===== src/verilog/lgm_consts.vh =====
// Constants shared by the gray-level mapper design files.
`ifndef LGM_CONSTS_VH
`define LGM_CONSTS_VH

// ****************************************************************
// Gray depth option encodings
// ****************************************************************
`define LGM_DEPTH_16        2'h0
`define LGM_DEPTH_4         2'h1

// ****************************************************************
// Pixel and map geometry
// ****************************************************************
`define LGM_PIX_PER_BYTE    8
`define LGM_CODE_W          4
`define LGM_LEVEL_W         5
`define LGM_MAP_DEPTH       16
`define LGM_PTR_W           4
`define LGM_PTR_FIRST       4'h0
`define LGM_PTR_LAST        4'hf

// ****************************************************************
// Register byte offsets and fields
// ****************************************************************
`define LGM_ADDR_W          8
`define LGM_OFF_CTRL        8'h00
`define LGM_OFF_MAP         8'h04
`define LGM_OFF_STAT        8'h08
`define LGM_CTRL_W          8
`define LGM_CTRL_EN_BIT     0
`define LGM_CTRL_PTR_BIT    5
`define LGM_CTRL_RESET      8'h21
`define LGM_STAT_PTR_LSB    0
`define LGM_STAT_DEPTH_LSB  4
`define LGM_STAT_FULL_BIT   8
`define LGM_HTRANS_NONSEQ   2'h2
`define LGM_HRESP_OKAY      1'b0
`define LGM_WORD_ZERO       32'h0000_0000

// ****************************************************************
// Map register reset values
// ****************************************************************
`define LGM_MAP_RST_0       5'h00
`define LGM_MAP_RST_1       5'h02
`define LGM_MAP_RST_2       5'h04
`define LGM_MAP_RST_3       5'h06
`define LGM_MAP_RST_4       5'h08
`define LGM_MAP_RST_5       5'h0a
`define LGM_MAP_RST_6       5'h0c
`define LGM_MAP_RST_7       5'h0e
`define LGM_MAP_RST_8       5'h10
`define LGM_MAP_RST_9       5'h12
`define LGM_MAP_RST_10      5'h14
`define LGM_MAP_RST_11      5'h16
`define LGM_MAP_RST_12      5'h18
`define LGM_MAP_RST_13      5'h1a
`define LGM_MAP_RST_14      5'h1c
`define LGM_MAP_RST_15      5'h1e

`endif


===== src/verilog/lgm_top.v =====
// Gray-level mapper: AHB-Lite registers, map bank and pixel translation.
`default_nettype none
`include "lgm_consts.vh"

module lgm_top (
   input  wire        hclk,
   input  wire        hresetn,
   input  wire        hsel,
   input  wire [31:0] haddr,
   input  wire [1:0]  htrans,
   input  wire        hwrite,
   input  wire [2:0]  hsize,
   input  wire [31:0] hwdata,
   input  wire        hready,
   output wire        hreadyout,
   output wire        hresp,
   output reg  [31:0] hrdata,
   input  wire [1:0]  gray_depth_option,
   input  wire [7:0]  ram_byte,
   input  wire        ram_valid,
   output reg  [39:0] segment_line_level_r,
   output reg  [7:0]  segment_line_valid_r,
   output reg         segment_line_strobe_r
);

   // ****************************************************************
   // Declarations
   // ****************************************************************
   reg  [1:0]                depth_meta_r;
   reg  [1:0]                depth_r;
   reg                       ph_write_r;
   reg                       ph_valid_r;
   reg  [`LGM_ADDR_W-1:0]    ph_addr_r;
   reg  [`LGM_CTRL_W-1:0]    lcd_control_register_r;
   reg  [`LGM_CTRL_W-1:0]    lcd_control_register_nxt;
   reg  [`LGM_PTR_W-1:0]     map_ptr_r;
   reg  [`LGM_PTR_W-1:0]     map_ptr_nxt;
   reg                       map_full_r;
   reg                       map_full_nxt;
   reg  [`LGM_LEVEL_W-1:0]   gray_level_map_bank [0:`LGM_MAP_DEPTH-1];
   reg  [31:0]               hrdata_nxt;
   reg  [39:0]               level_nxt;
   wire [31:0]               unpack_codes;
   wire [7:0]                unpack_mask;
   wire                      addr_phase;
   wire                      wr_ctrl;
   wire                      wr_map;
   wire                      ptr_clear;
   wire                      disp_enable;
   integer                   i;
   integer                   s;

   // ****************************************************************
   // Helper functions
   // ****************************************************************

   // Reset value of each map register.
   function [`LGM_LEVEL_W-1:0] map_reset;
      input integer idx;
      begin
         case (idx)
            0:       map_reset = `LGM_MAP_RST_0;
            1:       map_reset = `LGM_MAP_RST_1;
            2:       map_reset = `LGM_MAP_RST_2;
            3:       map_reset = `LGM_MAP_RST_3;
            4:       map_reset = `LGM_MAP_RST_4;
            5:       map_reset = `LGM_MAP_RST_5;
            6:       map_reset = `LGM_MAP_RST_6;
            7:       map_reset = `LGM_MAP_RST_7;
            8:       map_reset = `LGM_MAP_RST_8;
            9:       map_reset = `LGM_MAP_RST_9;
            10:      map_reset = `LGM_MAP_RST_10;
            11:      map_reset = `LGM_MAP_RST_11;
            12:      map_reset = `LGM_MAP_RST_12;
            13:      map_reset = `LGM_MAP_RST_13;
            14:      map_reset = `LGM_MAP_RST_14;
            default: map_reset = `LGM_MAP_RST_15;
         endcase
      end
   endfunction

   // Limits a code to the map registers that the current depth may use.
   function [`LGM_PTR_W-1:0] map_index;
      input [`LGM_CODE_W-1:0] code;
      input [1:0]             depth;
      begin
         case (depth)
            `LGM_DEPTH_16: map_index = code;
            `LGM_DEPTH_4:  map_index = {2'b00, code[1:0]};
            default:       map_index = {3'b000, code[0]};
         endcase
      end
   endfunction

   // True when the registered address phase targets the given offset.
   function hits;
      input [`LGM_ADDR_W-1:0] addr;
      input [`LGM_ADDR_W-1:0] offset;
      begin
         hits = (addr == offset);
      end
   endfunction

   // ****************************************************************
   // Depth option synchroniser
   // ****************************************************************

   // The option is a static strap, but it still passes two flops.
   always @(posedge hclk or negedge hresetn) begin
      if (!hresetn) begin
         depth_meta_r <= `LGM_DEPTH_16;
         depth_r      <= `LGM_DEPTH_16;
      end else begin
         depth_meta_r <= gray_depth_option;
         depth_r      <= depth_meta_r;
      end
   end

   // ****************************************************************
   // AHB-Lite address phase capture
   // ****************************************************************
   assign hreadyout  = 1'b1;
   assign hresp      = `LGM_HRESP_OKAY;
   assign addr_phase = hsel & hready & htrans[1];

   always @(posedge hclk or negedge hresetn) begin
      if (!hresetn) begin
         ph_valid_r <= 1'b0;
         ph_write_r <= 1'b0;
         ph_addr_r  <= `LGM_OFF_CTRL;
      end else begin
         ph_valid_r <= addr_phase;
         ph_write_r <= addr_phase & hwrite;
         ph_addr_r  <= haddr[`LGM_ADDR_W-1:0];
      end
   end

   assign wr_ctrl = ph_write_r & hits(ph_addr_r, `LGM_OFF_CTRL);
   assign wr_map  = ph_write_r & hits(ph_addr_r, `LGM_OFF_MAP);

   // ****************************************************************
   // Read data
   // ****************************************************************

   // Read data is formed in the address phase and stands in the next.
   always @* begin
      hrdata_nxt = `LGM_WORD_ZERO;
      if (addr_phase && !hwrite) begin
         case (haddr[`LGM_ADDR_W-1:0])
            `LGM_OFF_CTRL: begin
               hrdata_nxt[`LGM_CTRL_W-1:0] = lcd_control_register_nxt;
            end
            `LGM_OFF_STAT: begin
               hrdata_nxt[`LGM_STAT_PTR_LSB +: `LGM_PTR_W] = map_ptr_nxt;
               hrdata_nxt[`LGM_STAT_DEPTH_LSB +: 2]        = depth_r;
               hrdata_nxt[`LGM_STAT_FULL_BIT]              = map_full_nxt;
            end
            default: begin
               hrdata_nxt = `LGM_WORD_ZERO;
            end
         endcase
      end
   end

   always @(posedge hclk or negedge hresetn) begin
      if (!hresetn) begin
         hrdata <= `LGM_WORD_ZERO;
      end else begin
         hrdata <= hrdata_nxt;
      end
   end

   // ****************************************************************
   // LCD control register
   // ****************************************************************
   always @* begin
      lcd_control_register_nxt = lcd_control_register_r;
      if (wr_ctrl) begin
         lcd_control_register_nxt = hwdata[`LGM_CTRL_W-1:0];
      end
   end

   always @(posedge hclk or negedge hresetn) begin
      if (!hresetn) begin
         lcd_control_register_r <= `LGM_CTRL_RESET;
      end else begin
         lcd_control_register_r <= lcd_control_register_nxt;
      end
   end

   // A write that leaves the pointer bit low restarts the map sequence.
   assign ptr_clear   = wr_ctrl & ~hwdata[`LGM_CTRL_PTR_BIT];
   assign disp_enable = lcd_control_register_r[`LGM_CTRL_EN_BIT];

   // ****************************************************************
   // Shared map port write pointer
   // ****************************************************************
   always @* begin
      map_ptr_nxt  = map_ptr_r;
      map_full_nxt = map_full_r;
      if (ptr_clear) begin
         map_ptr_nxt  = `LGM_PTR_FIRST;
         map_full_nxt = 1'b0;
      end else if (wr_map) begin
         map_ptr_nxt = map_ptr_r + 4'h1;
         if (map_ptr_r == `LGM_PTR_LAST) begin
            map_full_nxt = 1'b1;
         end
      end
   end

   always @(posedge hclk or negedge hresetn) begin
      if (!hresetn) begin
         map_ptr_r  <= `LGM_PTR_FIRST;
         map_full_r <= 1'b0;
      end else begin
         map_ptr_r  <= map_ptr_nxt;
         map_full_r <= map_full_nxt;
      end
   end

   // ****************************************************************
   // Gray-level map bank
   // ****************************************************************
   always @(posedge hclk or negedge hresetn) begin
      if (!hresetn) begin
         for (i = 0; i < `LGM_MAP_DEPTH; i = i + 1) begin
            gray_level_map_bank[i] <= map_reset(i);
         end
      end else if (wr_map) begin
         gray_level_map_bank[map_ptr_r] <=
            hwdata[`LGM_LEVEL_W-1:0];
      end
   end

   // ****************************************************************
   // Pixel unpacking
   // ****************************************************************
   lgm_unpack u_unpack (
      .ram_byte (ram_byte),
      .depth    (depth_r),
      .codes    (unpack_codes),
      .seg_mask (unpack_mask)
   );

   // ****************************************************************
   // Code to physical level translation
   // ****************************************************************
   always @* begin
      level_nxt = 40'h00_0000_0000;
      for (s = 0; s < `LGM_PIX_PER_BYTE; s = s + 1) begin
         if (unpack_mask[s]) begin
            level_nxt[s*5 +: 5] = gray_level_map_bank[
               map_index(unpack_codes[s*4 +: 4], depth_r)];
         end
      end
   end

   always @(posedge hclk or negedge hresetn) begin
      if (!hresetn) begin
         segment_line_level_r  <= 40'h00_0000_0000;
         segment_line_valid_r  <= 8'h00;
         segment_line_strobe_r <= 1'b0;
      end else begin
         segment_line_strobe_r <= ram_valid & disp_enable;
         if (ram_valid && disp_enable) begin
            segment_line_level_r <= level_nxt;
            segment_line_valid_r <= unpack_mask;
         end
      end
   end

endmodule // lgm_top
`default_nettype wire


===== src/verilog/lgm_unpack.v =====
// Pixel code extraction from one display RAM byte.
`default_nettype none
`include "lgm_consts.vh"

module lgm_unpack (
   input  wire [7:0]  ram_byte,
   input  wire [1:0]  depth,
   output reg  [31:0] codes,
   output reg  [7:0]  seg_mask
);

   integer k;

   // ****************************************************************
   // Byte to per-segment code slices
   // ****************************************************************
   always @* begin
      codes    = `LGM_WORD_ZERO;
      seg_mask = 8'h00;
      case (depth)
         `LGM_DEPTH_16: begin
            codes[3:0] = ram_byte[3:0];
            codes[7:4] = ram_byte[7:4];
            seg_mask   = 8'h03;
         end
         `LGM_DEPTH_4: begin
            for (k = 0; k < 4; k = k + 1) begin
               codes[k*4 +: 4] = {2'b00, ram_byte[k*2 +: 2]};
            end
            seg_mask = 8'h0f;
         end
         default: begin
            for (k = 0; k < 8; k = k + 1) begin
               codes[k*4 +: 4] = {3'b000, ram_byte[k]};
            end
            seg_mask = 8'hff;
         end
      endcase
   end

endmodule // lgm_unpack
`default_nettype wire

===== config.mk =====
export PLATFORM = sky130hd
export DESIGN_NAME = lgm_top
export DESIGN_NICKNAME = d
export VERILOG_FILES = /design/src/verilog/lgm_top.v /design/src/verilog/lgm_unpack.v
export VERILOG_INCLUDE_DIRS = /design/src /design/src/verilog
export SDC_FILE = /design/constraint.sdc
export NUM_CORES = 1
export LEC_CHECK = 0
export ABC_CLOCK_PERIOD_IN_PS = 2900
export BUFFER_PORTS_ARGS = -buffer_cell sky130_fd_sc_hd__buf_2
export CORE_UTILIZATION = 55
export DETAILED_ROUTE_END_ITERATION = 10
export PLACE_DENSITY_LB_ADDON = 0.3
export SETUP_SLACK_MARGIN = 0.3
export SYNTH_ARGS = -nofsm -noshare
export SYNTH_HDL_FRONTEND = slang
export SYNTH_SLANG_ARGS = --single-unit
export TNS_END_PERCENT = 100

===== constraint.sdc =====
create_clock -name hclk -period 2.9 [get_ports hclk]
set_input_delay 0.145 -clock hclk [delete_from_list [all_inputs] [get_ports hclk]]
set_output_delay 0.145 -clock hclk [all_outputs]
set_load 0.05 [all_outputs]

; After elaboration in Yosys (flattened, before gate mapping)
; Index checks and enable logic that the tools add are counted.
[totals]
reg_bits = 187
out_inout_bits = 83
word_cells = 132
[op_classes]
add_sub_neg = 1
n_lt_le_gt_ge = 10
n_eq_ne = 4
muxes = 65
bitwise_logic = 17
reduce_logical = 8
[op_table]
columns = op, n
row1 = binary-select mux 5 bit (select 4 bit), 8
row2 = 2-to-1 mux 5 bit, 25
row3 = bitwise mux 80 bit, 1
row4 = one-hot mux 4 bit (2 select lines), 8
row5 = >= comparator 5 bit (second input constant), 9
row6 = NOT 4 -> 5 bit, 9
row7 = 2-to-1 mux 4 bit, 10
row8 = one-hot mux 8 bit (2 select lines), 2
row9 = one-hot mux 6 bit (2 select lines), 2
row10 = demux 5 bit (select 4 bit), 1
row11 = logical NOT 8 bit, 2
row12 = 2-to-1 mux 13 bit, 1
row13 = 2-to-1 mux 9 bit, 1
row14 = equality test 8 x 3 -> 1 bit (second input constant), 1
row15 = equality test 8 x 4 -> 1 bit (second input constant), 1
row16 = 2-to-1 mux 8 bit, 1
row17 = bitwise AND 1 bit, 7
row18 = < comparator 5 x 1 -> 1 bit (second input constant), 1
row19 = adder 4 x 1 -> 4 bit (second input constant), 1
row20 = equality test 4 bit (second input constant), 1
row21 = 2-to-1 mux 1 bit, 4
row22 = logical AND 1 bit, 3
row23 = equality test 2 x 1 -> 1 bit (second input constant), 1
row24 = logical NOT 2 bit, 1
row25 = other kinds (4), 4

; Logic depth before layout (Yosys ltp)
; Gate-level depths: netlist (run 1).
[depth]
ltp_word = 10
depth_mapped = 8

; Hierarchy
; From an unflattened synthesis (run 1), not the netlist that was laid out.
[hier_totals]
cells_unflattened = 933
hier_area_um2 = 11907.7
[by_module_without_submodules]
columns = module, n_inst, cells_each, area_per_inst_um2, seq_area_each_um2
row1 = lgm_top, 1, 885, 11576.1, 4146.5
row2 = lgm_unpack, 1, 48, 331.6, 0.0

; Worst setup path after synthesis (run 1)
; OpenSTA, ideal clock, no wires.
[synth_timing]
kind = register -> register
start = register depth_r[0]
end = register segment_line_level_r[4]
setup_ps = 125
t_arrival_ps = 2109
required_ps = 2775
slack_ps = 666
stages_incl_launch_ff = 7
period_less_slack_ps = 2234
path_cell_list = dfrtp_1 -> nor2_2 -> and2_4 -> buf_6 -> mux4_2 -> mux4_2 -> mux2_2
[synth_between]
elab_chain_cells = 9
word_cells_on_any_way = 10
cone_classes = 1 x eq/ne / 7 x mux / 1 x bitwise / 1 x reduce/logical
[synth_lines]
columns = element, line_no
row1 = start: declaration, lgm_top.v:30  ; reg [1:0] depth_r;
row2 = start signal: assignment, lgm_top.v:112  ; depth_r <= `LGM_DEPTH_16;
row3 = start signal: assignment, lgm_top.v:115  ; depth_r <= depth_meta_r;
row4 = equality test 2 x 1 -> 1 bit / logical NOT 2 bit (equally long branches), "lgm_top.v:87, lgm_unpack.v:20"
row5 = one-hot mux 8 bit (2 select lines), lgm_unpack.v:20  ; case (depth)
row6 = one-hot mux 4 bit (2 select lines) *, lgm_top.v:87  ; case (depth)
row7 = 2-to-1 mux 4 bit *, lgm_top.v:252  ; if (unpack_mask[s]) begin
row8 = NOT 4 -> 5 bit (implied by the code) *, lgm_top.v:253  ; level_nxt[s*5 +: 5] = gray_level_map_bank[
row9 = binary-select mux 5 bit (select 4 bit) *, lgm_top.v:253
row10 = 2-to-1 mux 5 bit (implied by the code) * (2 in series), lgm_top.v:253
row11 = 2-to-1 mux 5 bit *, lgm_top.v:252
row12 = end signal: assignment, lgm_top.v:267  ; segment_line_level_r <= level_nxt;
row13 = end: declaration, lgm_top.v:21  ; output reg [39:0] segment_line_level_r,
; Every way passes the cells marked *; elsewhere a longest branch is shown, timed or not. The select of a mux whose other input is x is not followed.
; A chain may end at the register's enable or synchronous reset.

; Worst setup path after layout (run 1)
[layout_timing]
start = register ph_addr_r[4]
end = register gray_level_map_bank[28] (netlist name)
[layout_between]
elab_chain_cells = 2
[layout_lines]
columns = element, line_no
row1 = start: declaration, lgm_top.v:33  ; reg [`LGM_ADDR_W-1:0] ph_addr_r;
row2 = start signal: assignment, lgm_top.v:130  ; ph_addr_r <= `LGM_OFF_CTRL;
row3 = start signal: assignment, lgm_top.v:134  ; ph_addr_r <= haddr[`LGM_ADDR_W-1:0];
row4 = equality test 8 x 3 -> 1 bit, lgm_top.v:100  ; hits = (addr == offset);
row5 = bitwise AND 1 bit, lgm_top.v:139  ; assign wr_map = ph_write_r & hits(ph_addr_r, `LGM_OFF_MAP);
row6 = end signal: indexed assignment, lgm_top.v:228  ; gray_level_map_bank[i] <= map_reset(i);
row7 = end signal: indexed assignment, lgm_top.v:231  ; gray_level_map_bank[map_ptr_r] <=
row8 = end: declaration, lgm_top.v:40  ; reg [`LGM_LEVEL_W-1:0] gray_level_map_bank [0:`LGM_MAP_DEPTH-1];
; No other way between the ends.

==> results of run 1 <==
[power by group through the flow]
stage	registers, mW	logic, mW	clock network, mW
3_5_place_dp	2.43	0.630	0
4_1_cts	2.39	0.648	2.21
6_report	2.39	0.651	2.20
5_1_grt	2.40	0.695	2.31
3_3_place_gp	2.42	0.612	0
2_1_floorplan	2.48	0.400	0
[stage by stage]
stage,std cells,util [%],power [mW],worst slack (ps)
floorplan,682,-,2.88,666
global placement,901,61.0,3.03,535
detailed placement,901,61.0,3.06,454
CTS,947,66.0,5.24,453
global route,947,66.0,5.41,348
finish,947,66.0,5.24,423
[what timing repair did]
item                      in CTS  in global routing
buffers inserted               0                  0
hold buffers                  14                  0
hold endpoints to repair      61                  0
[worst paths after layout]
| path | start | end | slack, ps |
|---|---|---|---|
| worst max-delay path | ph_addr_r[4]$_DFF_PN0_ | gray_level_map_bank[28]$_DFFE_PN0P_ | 420 |
| worst min-delay path | hwdata[5] | lcd_control_register_r[5]$_DFF_PN1_ | 30 |
| worst max register to register | ph_addr_r[4]$_DFF_PN0_ | gray_level_map_bank[28]$_DFFE_PN0P_ | 420 |
| worst min register to register | depth_meta_r[1]$_DFF_PN0_ | depth_r[1]$_DFF_PN0_ | 350 |
| max in group asynchronous | hresetn | lcd_control_register_r[0]$_DFF_PN1_ | 1730 |
| min in group asynchronous | hresetn | gray_level_map_bank[64]$_DFFE_PN0P_ | 310 |
[kinds of logic after synthesis]
logic type / synth area share (%)
compound gates: 8.10
other cells: 0.0930
fa+ha+maj: 0.620
simple gates: 9.50
flops: 49.8
buf+inv: 5.56
mux: 26.3
[worst reg2reg max path: stages, from the launching register on]
cell     delay [ps]
dfrtp_1         350
or4b_1          690
nor2_4          250
nand3_1         170
and2b_1         520
mux2_2          390
[cells in the final DEF (no fill, tap or decap), types with 10 or more instances in the layout]
cell type,count
clkbuf_16,17
buf_4,13
dlygate4sd3_1,14
mux4_2,31
dfrtp_1,125
mux2i_1,36
o21ai_0,29
a21oi_1,10
nand2_1,71
buf_2,89
conb_1,25
mux2_2,93
a221oi_1,10
a22o_1,11
inv_1,21
a22oi_1,10
dfstp_2,34
and3_1,16
nor2_1,13
[synth_stat cells, drive strengths merged, types with 16 or more instances]
| cell | n | area share, % |
|---|---|---|
| dfrtp | 125 | 39 |
| mux2 | 95 | 13 |
| nand2 | 71 | 3.3 |
| buf | 37 | 3.3 |
| mux2i | 36 | 4.5 |
| dfstp | 34 | 11 |
| mux4 | 31 | 8.6 |
| o21ai | 29 | 1.8 |
| clkbuf | 28 | 1.3 |
| inv | 21 | 0.98 |
| and3 | 16 | 1.2 |
| nor2 | 16 | 0.90 |
[metal layers]
metal	share of wire, %	wire [um]
met1	40	8250
met2	50	10300
met3	8.0	1650
met4	2.0	421
met5	0	0
[state kept, by name, summed over array words and instances, names as in the netlist]
| name | flops |
|---|---|
| gray_level_map_bank | 80 |
| segment_line_level_r | 40 |
| hrdata | 9 |
| lcd_control_register_r | 8 |
| ph_addr_r | 8 |
| map_ptr_r | 4 |
| segment_line_valid_r | 3 |
| depth_meta_r | 2 |
| depth_r | 2 |
| map_full_r | 1 |
| ph_write_r | 1 |
| segment_line_strobe_r | 1 |
[final cells by class]
cell class / count / share of cell area [%]
sequential: 159 / 43.2
multi-input combinational: 437 / 39.7
timing repair buffer: 118 / 7.68
clock buffer: 26 / 5.26
tap: 180 / 2.42
clock inverter: 6 / 0.914
inverter: 21 / 0.847
==> results.sh, run 1 <==
export IMPL_p_clk_share_pct=41.9
export IMPL_grt_overflow=0
export IMPL_cts_root_buf="clkbuf_16"
export IMPL_start_util_pct=57.3
export IMPL_hold_ws_ps=25.8
export IMPL_cts_max_level=4
export IMPL_start_kind="flip-flop"
export IMPL_antenna_left=0
export IMPL_cts_buffers=17
export IMPL_ys_ff_latch=159
export IMPL_grt_max_degree=77
export IMPL_slew_violations=0
export IMPL_met2_usage_pct=47.6
export IMPL_ir_worst_vdd_v=0.000433
export IMPL_async_reset_ff_share_pct=100
export IMPL_first_iter_violations=756
export IMPL_grt_pass1_wl_mm=32.8
export IMPL_drc=0
export IMPL_synth_area_per_cell_um2=12.3
export IMPL_critical_path_class="flip-flop to flip-flop"
export IMPL_use_met1_pct=39.2
export IMPL_grt_pass1_vias=6094
export IMPL_outcome="completed"
export IMPL_wl_per_cell_um=21.8
export IMPL_synthFlopType="dfrtp_1"
export IMPL_synth_edf_count=0
export IMPL_post_cts_resized=0
export IMPL_slew_headroom_pct=29.3
export IMPL_path_cells="or4b_1 -> nor2_4 -> nand3_1 -> and2b_1 -> mux2_2"
export IMPL_clock_sink_count=159
export IMPL_rsz0062_at_grt="false"
export IMPL_drive_gt1_share_pct=38.5
export IMPL_fp_coreArea_um2=14100
export IMPL_die_width_um=123
export IMPL_hold_class="input pin to flip-flop"
export IMPL_routed_wl_mm=20.6
export IMPL_power_leakage_nw=4.40
export IMPL_io_pins=168
export IMPL_worst_pin_slew_ps=1060
export IMPL_slowest_delay_ps=690
export IMPL_post_route_min_period_ps=2480
export IMPL_design_area_um2=9310
export IMPL_vias=5985
export IMPL_vias_per_cell=6.32
export IMPL_grt_met3_usage_pct=6.37
export IMPL_antenna_found_initial=0
export IMPL_path_delay_family="simple AND/OR/NAND/NOR gates"
export IMPL_routabilityCongestion=0.973
export IMPL_hpwl_mm=14.2
export IMPL_drv_max_cap_violation_count=0
export IMPL_clock_fmax_ghz=0.404
export IMPL_fp_dieH_um=123
export IMPL_synthCells=659
export IMPL_cp_num_cells=5
export IMPL_setup_viol=0
export IMPL_critPathBufInv=0
export IMPL_portBuffers=90
export IMPL_antennaDiodeCount=0
export IMPL_firstDrtPassIters=5
export IMPL_power_switching_mw=1.36
export IMPL_cts_buffer_depth=2
export IMPL_clkTransAtPathRegs_ps=60
export IMPL_grt_busiest_layer="met2"
export IMPL_skew_ps=10.3
export IMPL_r2r_cells=5
export IMPL_setup_tns_ps=0
export IMPL_ys_seq_area_share_pct=49.8
export IMPL_power_frac_seq_pct=45.6
export IMPL_dpl_cell_area_um2=8590
export IMPL_holdPathStages=2
export IMPL_p_per_area_nw_per_um2=563
export IMPL_cp_data_arrival_time_ps=2780
export IMPL_mappedNetlistArea_um2=8080
export IMPL_crit_slowest_cell="or4b_1"
export IMPL_die_area_um2=15200
export IMPL_pwr_share_comb_pct=12.4
export IMPL_fin_nets=843
export IMPL_seq_area_um2=4020
export IMPL_cts_tree="done"
export IMPL_p_int_mw=3.88
export IMPL_crit_fanout=8
export IMPL_row_count=43
export IMPL_ys_warn_count=0
export IMPL_period_share_pct=85.4
export IMPL_syn_to_final_growth_pct=15.2
export IMPL_swShare_pct=25.9
export IMPL_fillerInstances=1017
export IMPL_multi_input_area_um2=3690
export IMPL_clk_insertion_delay_late_ps=420
export IMPL_endpoint_kind="flip-flop"
export IMPL_hold_viol=0
export IMPL_required_ps=3200
export IMPL_track_usage_pct=29.3
export IMPL_ys_types=54
Power figures use the tool's default switching activity.
==> run 2: changes to the inputs <==
--- a/config.mk
+++ b/config.mk
@@ -8,7 +8,9 @@
 export LEC_CHECK = 0
 export ABC_CLOCK_PERIOD_IN_PS = 2900
 export BUFFER_PORTS_ARGS = -buffer_cell sky130_fd_sc_hd__buf_2
-export CORE_UTILIZATION = 55
+export CELL_PAD_IN_SITES_DETAIL_PLACEMENT = 0
+export CELL_PAD_IN_SITES_GLOBAL_PLACEMENT = 1
+export CORE_UTILIZATION = 44
 export DETAILED_ROUTE_END_ITERATION = 10
 export PLACE_DENSITY_LB_ADDON = 0.3
 export SETUP_SLACK_MARGIN = 0.3
==> results.sh, run 2 (synthesis results as in run 1) <==
export IMPL_grt_overflow=0
export IMPL_cts_hold_buf=14
export IMPL_regMostFlops="gray_level_map_bank"
export IMPL_drv_max_cap_violation_count=0
export IMPL_setup_tns_ps=0
export IMPL_largest_reg_flops=80
export IMPL_final_instance_count_excl_fill=995
export IMPL_antennaDiodeCount=0
export IMPL_reg_top3="gray_level_map_bank x80, segment_line_level_r x40, hrdata x9"
export IMPL_post_route_min_period_ps=2410
export IMPL_layout_common_cells="125 x dfrtp_1, 93 x mux2_2, 89 x buf_2"
export IMPL_drc=0
export IMPL_syn_to_final_growth_pct=17.4
export IMPL_cts_root_buf="clkbuf_16"
export IMPL_clock_sink_count=159
export IMPL_post_cts_resized=0
export IMPL_vias_per_cell=5.75
export IMPL_track_usage_pct=23.7
export IMPL_antenna_found_initial=0
export IMPL_vias=5721
export IMPL_worst_pin_slew_ps=1020
export IMPL_clkTransAtPathRegs_ps=60
export IMPL_rsz0062_at_grt="false"
export IMPL_clk_insertion_delay_late_ps=430
export IMPL_utilization_pct=52.8
export IMPL_start_util_pct=45.0
export IMPL_path_cells="or4b_1 -> nor2_4 -> nand3_1 -> and2b_1 -> mux2_2"
export IMPL_fin_nets=843
export IMPL_wl_per_cell_um=20.8
export IMPL_cts_max_level=4
export IMPL_critPathBufInv=0
export IMPL_die_width_um=137
export IMPL_slowest_delay_ps=690
export IMPL_hold_viol=0
export IMPL_routabilityCongestion=0.826
export IMPL_skew_ps=8.17
export IMPL_row_count=49
export IMPL_portBuffers=90
export IMPL_clock_fmax_ghz=0.414
export IMPL_io_pins=168
export IMPL_first_iter_violations=395
export IMPL_fp_coreArea_um2=18000
export IMPL_r2r_slack_ps=490
export IMPL_die_area_um2=18900
export IMPL_endpoint_kind="flip-flop"
export IMPL_p_per_area_nw_per_um2=600
export IMPL_antenna_left=0
export IMPL_slew_headroom_pct=32.0
export IMPL_crit_fanout=8
export IMPL_start_kind="flip-flop"
export IMPL_post_cts_buffers=0
export IMPL_layout_commonest_cell="dfrtp_1"
export IMPL_path_delay_family="simple AND/OR/NAND/NOR gates"
export IMPL_outcome="completed"
export IMPL_slew_violations=0
export IMPL_routed_wl_mm=20.7
export IMPL_ir_worst_vdd_v=0.000429
export IMPL_grt_pass1_wl_mm=33.0
export IMPL_grt_pass1_vias=5832
export IMPL_dp_cells=950
export IMPL_hold_class="input pin to flip-flop"
export IMPL_power_leakage_nw=4.45
export IMPL_cts_buffer_depth=2
export IMPL_setup_viol=0
export IMPL_fp_dieH_um=137
export IMPL_cp_data_arrival_time_ps=2730
export IMPL_drive_gt1_share_pct=39.0
export IMPL_crit_slowest_cell="or4b_1"
export IMPL_critical_path_class="flip-flop to flip-flop"
export IMPL_required_ps=3210
export IMPL_grt_max_degree=65
export IMPL_power_mw=5.69
export IMPL_fillerInstances=1617
export IMPL_hpwl_mm=14.5
export IMPL_cts_tree="done"
export IMPL_firstDrtPassIters=5
export IMPL_period_share_pct=83.2
export IMPL_cts_buffers=17
-- run 2: changes by cell type in the layout (fill, tap and decap cells not counted), sizes merged --
cell / previous run / this run
bufinv: 2 / 7
clkbuf: 26 / 18
clkinv: 2 / 1
inv: 21 / 24
-- run 2: per-stage QoR --
| stage | instance area, um^2 | hold slack [ps] | worst slack (ps) |
|---|---|---|---|
| after CTS | 9480 | 6.17 | 493 |
| after global routing | 9480 | 22.1 | 387 |
| after global placement | 8650 | 170 | 543 |
| after detailed placement | 8650 | 186 | 509 |
| after floorplan | 8160 | -151 | 666 |
| final | 9480 | 14.1 | 486 |
-- run 2: routing by layer --
metal | wire (um) | vias to the layer above | global-route usage [%] | part of all wire (%)
met5 | 0 | - | 0 | 0
met4 | 453 | 0 | 8.85 | 2.2
met3 | 1050 | 40 | 4.27 | 5.1
met2 | 10400 | 215 | 40.1 | 50
met1 | 8780 | 2901 | 30.1 | 42
li1 | - | 2565 | - | -
-- run 2: worst reg2reg max path, stage by stage (launching register included) --
cell,delay (ps)
dfrtp_1,360
or4b_1,690
nor2_4,260
nand3_1,160
and2b_1,450
mux2_2,380
-- run 2: final cells by class --
type                       count  area [um^2]  share of cell area (%)
clock buffer                  18          429                    4.53
timing repair buffer         118          714                    7.53
tap                          229          287                    3.02
clock inverter                13          260                    2.74
multi-input combinational    437         3690                    38.9
inverter                      21         78.8                   0.831
sequential                   159         4020                    42.4
-- run 2: final timing paths --
path	cells past startpoint	to	from
setup / recovery	5	gray_level_map_bank[45]$_DFFE_PN0P_	ph_addr_r[4]$_DFF_PN0_
setup reg to reg	5	gray_level_map_bank[45]$_DFFE_PN0P_	ph_addr_r[4]$_DFF_PN0_
hold / removal	2	lcd_control_register_r[5]$_DFF_PN1_	hwdata[5]
max in group asynchronous	3	gray_level_map_bank[41]$_DFFE_PN1P_	hresetn
min in group asynchronous	2	gray_level_map_bank[69]$_DFFE_PN0P_	hresetn
hold reg to reg	0	depth_r[1]$_DFF_PN0_	depth_meta_r[1]$_DFF_PN0_
-- run 2: where the power goes --
part / leakage [nW] / internal [mW] / switching (mW)
registers: 1.97 / 2.31 / 0.0818
clock network: 0.328 / 1.71 / 0.940
logic: 2.16 / 0.232 / 0.413
total: 4.45 / 4.25 / 1.43
